$ cat config.mk
export PLATFORM = sky130hd
export DESIGN_NAME = rdc_counter
export DESIGN_NICKNAME = d
export VERILOG_FILES = /design/src/rdc_pkg.sv /design/src/rdc_cell.sv /design/src/rdc_counter.sv
export SDC_FILE = /design/constraint.sdc
export NUM_CORES = 1
export LEC_CHECK = 0
export BUFFER_PORTS_ARGS = -buffer_cell sky130_fd_sc_hd__buf_4
export CAP_MARGIN = 10
export CORE_MARGIN = 2
export CORE_UTILIZATION = 25
export CTS_CLUSTER_DIAMETER = 120
export CTS_CLUSTER_SIZE = 20
export DETAILED_ROUTE_END_ITERATION = 16
export SYNTH_ARGS = -nofsm -noshare
export SYNTH_HDL_FRONTEND = slang
export SYNTH_SLANG_ARGS = --single-unit
$ cat constraint.sdc
create_clock -name clock -period 4.02 [get_ports clock]
set_input_delay 0.804 -clock clock [delete_from_list [all_inputs] [get_ports clock]]
set_output_delay 0.804 -clock clock [all_outputs]
set_load 0.01 [all_outputs]
$ cat src/rdc_pkg.sv
// Notes on behaviour
// - Reload cells change only on processor writes and on reset.
// - Write at 0x20 loads low nibble reload.
// - Mask register at 0x22 protects cells.
// - Counter bits map to data bits 7..4.
// - Reload bits map to data bits 3..0.
// - Reload and counter are 4-bit registers.
// - Counter decrements by one per count edge.
// - Terminal count drives port B pin.
// - Bank choice selects which cell register.
// - Exhausted count loads the reload nibble.
// - Logic produces a terminal count output.
package rdc_pkg;

   // Offsets of the two banks inside the I/O register window.
   localparam logic [7:0] RDC_BANK_ONE_OFFSET = 8'h20;
   localparam logic [7:0] RDC_BANK_ONE_MASK_OFFSET = 8'h22;
   localparam logic [7:0] RDC_BANK_TWO_OFFSET = 8'h21;
   localparam logic [7:0] RDC_BANK_TWO_MASK_OFFSET = 8'h23;

   // Field positions within the cell register.
   localparam int RDC_COUNT_LSB = 4;
   localparam int RDC_RELOAD_LSB = 0;
   localparam int RDC_NIBBLE = 4;

   // Reset values and the decrement step.
   localparam logic [3:0] RDC_NIBBLE_RESET = 4'h0;
   localparam logic [7:0] RDC_MASK_RESET = 8'h00;
   localparam logic [3:0] RDC_NIBBLE_ONE = 4'h1;

   // Which output cell bank holds the counter.
   typedef enum logic {
      RDC_BANK_ONE = 1'b0,
      RDC_BANK_TWO = 1'b1
   } rdc_bank_type;

   // One processor bus access toward the cell registers.
   typedef struct packed {
      logic wr;
      logic rd;
      logic [7:0] addr;
      logic [7:0] wdata;
   } rdc_bus_type;

endpackage : rdc_pkg

$ cat src/rdc_cell.sv
`timescale 1ns/1ps
// One 4-bit registered nibble of output cells that only the processor loads.
module rdc_cell
   import rdc_pkg::*;
#(
   parameter int WIDTH = 4
) (
   input wire logic clock,
   input wire logic rst,
   input wire logic load,
   input wire logic [WIDTH-1:0] wdata,
   input wire logic [WIDTH-1:0] keep,
   output logic [WIDTH-1:0] value_q
);

   logic [WIDTH-1:0] value_d;

   ////////////////////////////////////////////////////////////////////////
   // Masked bits hold their value; only a load or a reset can change the cells.
   always_comb begin
      value_d = value_q;
      if (load) begin
         value_d = (value_q & keep) | (wdata & ~keep);
      end
   end

   always_ff @(posedge clock or posedge rst) begin
      if (rst) begin
         value_q <= '0;
      end else begin
         value_q <= value_d;
      end
   end

endmodule : rdc_cell

$ cat src/rdc_counter.sv
`timescale 1ns/1ps
// Reloading 4-bit down-counter behind the processor's output cell register.
module rdc_counter
   import rdc_pkg::*;
#(
   parameter rdc_bank_type BANK = RDC_BANK_ONE,
   parameter int WIDTH = 4
) (
   input wire logic clock,
   input wire logic rst,
   input wire logic count_clk,
   input rdc_bus_type bus,
   output logic [7:0] rdata_q,
   output logic port_b_bit_four
);

   localparam logic [7:0] CELL_OFF =
      (BANK == RDC_BANK_ONE) ? RDC_BANK_ONE_OFFSET : RDC_BANK_TWO_OFFSET;
   localparam logic [7:0] MASK_OFF =
      (BANK == RDC_BANK_ONE) ? RDC_BANK_ONE_MASK_OFFSET : RDC_BANK_TWO_MASK_OFFSET;

   logic [1:0] cclk_sync_q;
   logic cclk_prev_q;
   logic [7:0] mask_q;
   logic [7:0] mask_d;
   logic [WIDTH-1:0] counter_vector_q;
   logic [WIDTH-1:0] counter_vector_d;
   logic [WIDTH-1:0] reload_q;
   logic [7:0] rdata_d;
   logic tc_d;
   logic count_edge;
   logic cell_wr;

   ////////////////////////////////////////////////////////////////////////
   // The count clock is a pin, so it is synchronised before edge detection.
   always_ff @(posedge clock or posedge rst) begin
      if (rst) begin
         cclk_sync_q <= 2'b00;
         cclk_prev_q <= 1'b0;
      end else begin
         cclk_sync_q <= {cclk_sync_q[0], count_clk};
         cclk_prev_q <= cclk_sync_q[1];
      end
   end

   assign count_edge = cclk_sync_q[1] & ~cclk_prev_q;
   assign cell_wr = bus.wr && (bus.addr == CELL_OFF);

   ////////////////////////////////////////////////////////////////////////
   // Reload nibble lives in its own cell module, loaded from data bits 3..0.
   rdc_cell #(
      .WIDTH(WIDTH)
   ) u_reload (
      .clock(clock),
      .rst(rst),
      .load(cell_wr),
      .wdata(bus.wdata[RDC_RELOAD_LSB +: WIDTH]),
      .keep(mask_q[RDC_RELOAD_LSB +: WIDTH]),
      .value_q(reload_q)
   );

   ////////////////////////////////////////////////////////////////////////
   // Mask register, counter and read data next-state logic.
   always_comb begin
      mask_d = mask_q;
      if (bus.wr && (bus.addr == MASK_OFF)) begin
         mask_d = bus.wdata;
      end
      counter_vector_d = counter_vector_q;
      if (count_edge) begin
         if (counter_vector_q == '0) begin
            counter_vector_d = reload_q;
         end else begin
            counter_vector_d = counter_vector_q - RDC_NIBBLE_ONE;
         end
      end
      // A processor write to the unmasked counter bits wins over counting.
      if (cell_wr) begin
         counter_vector_d = (counter_vector_d & mask_q[RDC_COUNT_LSB +: WIDTH]) |
            (bus.wdata[RDC_COUNT_LSB +: WIDTH] & ~mask_q[RDC_COUNT_LSB +: WIDTH]);
      end
      tc_d = (counter_vector_d == '0);
      rdata_d = rdata_q;
      if (bus.rd) begin
         rdata_d = 8'h00;
         if (bus.addr == CELL_OFF) begin
            rdata_d = {counter_vector_q, reload_q};
         end else if (bus.addr == MASK_OFF) begin
            rdata_d = mask_q;
         end
      end
   end

   always_ff @(posedge clock or posedge rst) begin
      if (rst) begin
         mask_q <= RDC_MASK_RESET;
         counter_vector_q <= RDC_NIBBLE_RESET;
         port_b_bit_four <= 1'b0;
         rdata_q <= 8'h00;
      end else begin
         mask_q <= mask_d;
         counter_vector_q <= counter_vector_d;
         port_b_bit_four <= tc_d;
         rdata_q <= rdata_d;
      end
   end

endmodule : rdc_counter

==> qor.txt <==
outcome = finished clean
Seq/Total Area, Yosys = 52.7%
gp weighted congestion = 0.790
RSZ-0062 raised after global routing = false
Reg clk slew, reported paths = 90 ps
TritonCTS clock tree = yes
Site Rows = 26
HP Class = flip-flop to flip-flop
cells along the critical path = buf_4 -> nor4b_1 -> and3_1 -> nand2_2 -> mux2_2
HPWL after DPL = 2.27 mm
Die Footprint = 0.00592 sq mm
largest net degree at the start of global routing = 29
Netlist cell types = 34
ys flop type = dfrtp_1
final period utilization = 55.8%
final wirelength = 2.97 mm
Max-Cap Viols = 0
Clock power frac = 24.9%
placed cell areas = 0.00162 sq mm
Synth warnings = 0
Congestion Overflow GR = 0
Final Setup Violations = 0
syn_nets = 141
DR WL/cell = 13.6 microns
ANT cells = 0
H-tree depth = 1
Synth async-reset ratio = 100%
Req. time, crit path = 4180 ps
Post-synth EDFFs = 0
Post-Route Setup TNS = 0 ps
port bufs = 29
Mean Syn Cell Area = 11.2 sq um
Synth top area share = 52.7%
clk_skew = 4.87 ps
Static Leak = 0.761 nW
Worst-Margin Slew = 588 ps
CTS buffer count = 3
DR vias/cell = 4.74
Root Buffer = clkbuf_8
crit path DAT = 2400 ps
CP peak stage delay = 480 ps
Power Density = 399 mW/mm^2
Die Y = 76.9 microns
sw power = 193 uW
Storage cell area = 701 sq um
Seq cells post-synth = 28
Synth area leader = dfrtp_1
initial core utilization = 26.0%
Crit path max-delay family = simple AND/OR/NAND/NOR gates
CP Class = primary input to flip-flop
global-route wire length before repair = 4.95 mm
Design Area, Final = 0.00170 sq mm
crit path buf inv count = 1
GRT Overall Usage = 10.3%
Mapped Cells = 119
Final Slew Violations = 0
antenna viol nets, final = 0
Rel. slew slack = 60.8%
Setup Buffers After CTS = 0
Detailed Routing Iterations Pass 1 = 4
core area = 0.00511 sq mm
Worst Setup End Kind = flip-flop
ranking of synthesized cells by area = dfrtp_1 (53%), mux2_2 (11%), a22oi_1 (4.5%)
hold buffer count at CTS = 0
Reg power frac = 51.9%
fillers = 523
Crit-path slowest cell = and3_1
Net Sw Frac = 28.4%
fraction of layout cells with a size suffix above 1 = 35.8%
crit start category = primary input
Vias = 1033
initial antenna violation count = 0
Clock Sinks = 28
later-pin clock latency in the skew report = 270 ps
cell internal pwr = 485 uW
post-CTS resize count = 0
Logic pwr share = 23.1%
Final min period = 2240 ps
Post-Synthesis Cell Area = 0.00133 sq mm
width of the die = 76.9 microns
Design Power = 678 uW
Multi-input gate area = 591 sq um
final hold viol count = 0
# nets final = 171
worst-path maximum fanout = 9
Synth-to-Final Area Change = 27.7%
Clock Tree Buf Depth = 2
DR DRC count = 0
max frequency = 446 MHz
vias in the first global route = 987
boundary pin count = 30
Initial DRC Count = 47
Max IR drop VDD = 0.212 mV
==> per-stage QoR <==
step | setup WS [ps] | hold slack [ps] | std cells | utilization (%)
floorplan | 1780 | 331 | 119 | -
global placement | 1470 | 335 | 213 | 31.6
detailed placement | 1490 | 336 | 213 | 31.6
CTS | 1780 | 358 | 217 | 32.7
global route | 1660 | 379 | 218 | 33.2
finish | 1780 | 354 | 218 | 33.2
==> final cells by class <==
class / instances / area share (%)
sequential: 28 / 41.3
multi-input combinational: 81 / 34.8
timing repair buffer: 30 / 14.4
tap: 70 / 5.16
clock buffer: 4 / 3.24
inverter: 5 / 1.11
==> synthesized netlist by cell type (2+ instances only) <==
| cell type | number |
|---|---|
| dfrtp_1 | 28 |
| mux2_2 | 13 |
| nor2_1 | 13 |
| a21oi_1 | 8 |
| a22oi_1 | 8 |
| inv_1 | 5 |
| nand2b_1 | 5 |
| clkbuf_1 | 3 |
| nor4_1 | 3 |
| or3_1 | 3 |
| a31oi_1 | 2 |
| nand2_1 | 2 |
| nand3b_1 | 2 |
| nor3_1 | 2 |
| nor4b_1 | 2 |
| or4_1 | 2 |
==> placed cells by master (no fill, tap or decap), types with 2 or more instances in the layout <==
cell | Yosys | layout
nor4b_1 | 2 | 2
nand2b_1 | 5 | 5
nor2_1 | 13 | 13
buf_4 | 0 | 29
nor4_1 | 3 | 3
mux2_2 | 13 | 13
clkbuf_8 | 0 | 4
a22oi_1 | 8 | 8
or3_1 | 3 | 3
or4_1 | 2 | 2
nand2_1 | 2 | 2
nor3_1 | 2 | 2
nand3b_1 | 2 | 2
inv_1 | 5 | 5
a31oi_1 | 2 | 2
dfrtp_1 | 28 | 28
a21oi_1 | 8 | 8
==> power groups by stage <==
stage / registers, mW / logic [mW] / clock network (mW)
after floorplan: 0.348 / 0.0999 / 0
after global placement: 0.358 / 0.155 / 0
after detailed placement: 0.359 / 0.156 / 0
after CTS: 0.354 / 0.156 / 0.177
after global routing: 0.359 / 0.175 / 0.192
final: 0.352 / 0.157 / 0.169
==> cells by family after synthesis <==
logic type,Yosys count,synth area share (%)
muxes,13,11.0
adders and majority gates,1,0.941
buffers and inverters,10,2.92
and+or+nand+nor,43,19.3
DFF,28,52.7
AOI/OAI and AO/OA,24,13.2
==> worst paths after layout <==
path / cells past startpoint / slack [ps] / endpoint / start
setup / recovery: 5 / 1780 / mask_q[2] / bus[11]
hold / removal: 0 / 350 / cclk_sync_q[1] / cclk_sync_q[0]
setup reg to reg: 6 / 1930 / port_b_bit_four / counter_vector_q[0]
hold reg to reg: 0 / 350 / cclk_sync_q[1] / cclk_sync_q[0]
max in group asynchronous: 3 / 2950 / counter_vector_q[2] / rst
min in group asynchronous: 2 / 590 / rdata_q[2] / rst
==> layer usage <==
metal / vias to the layer above / wire [microns] / track usage, %
met4: 0 / 0 / 0
met2: 27 / 1330 / 15.8
met5: - / 0 / 0
met3: 0 / 152 / 2.82
met1: 511 / 1490 / 15.5
li1: 495 / - / -
Power figures use the tool's default switching activity.
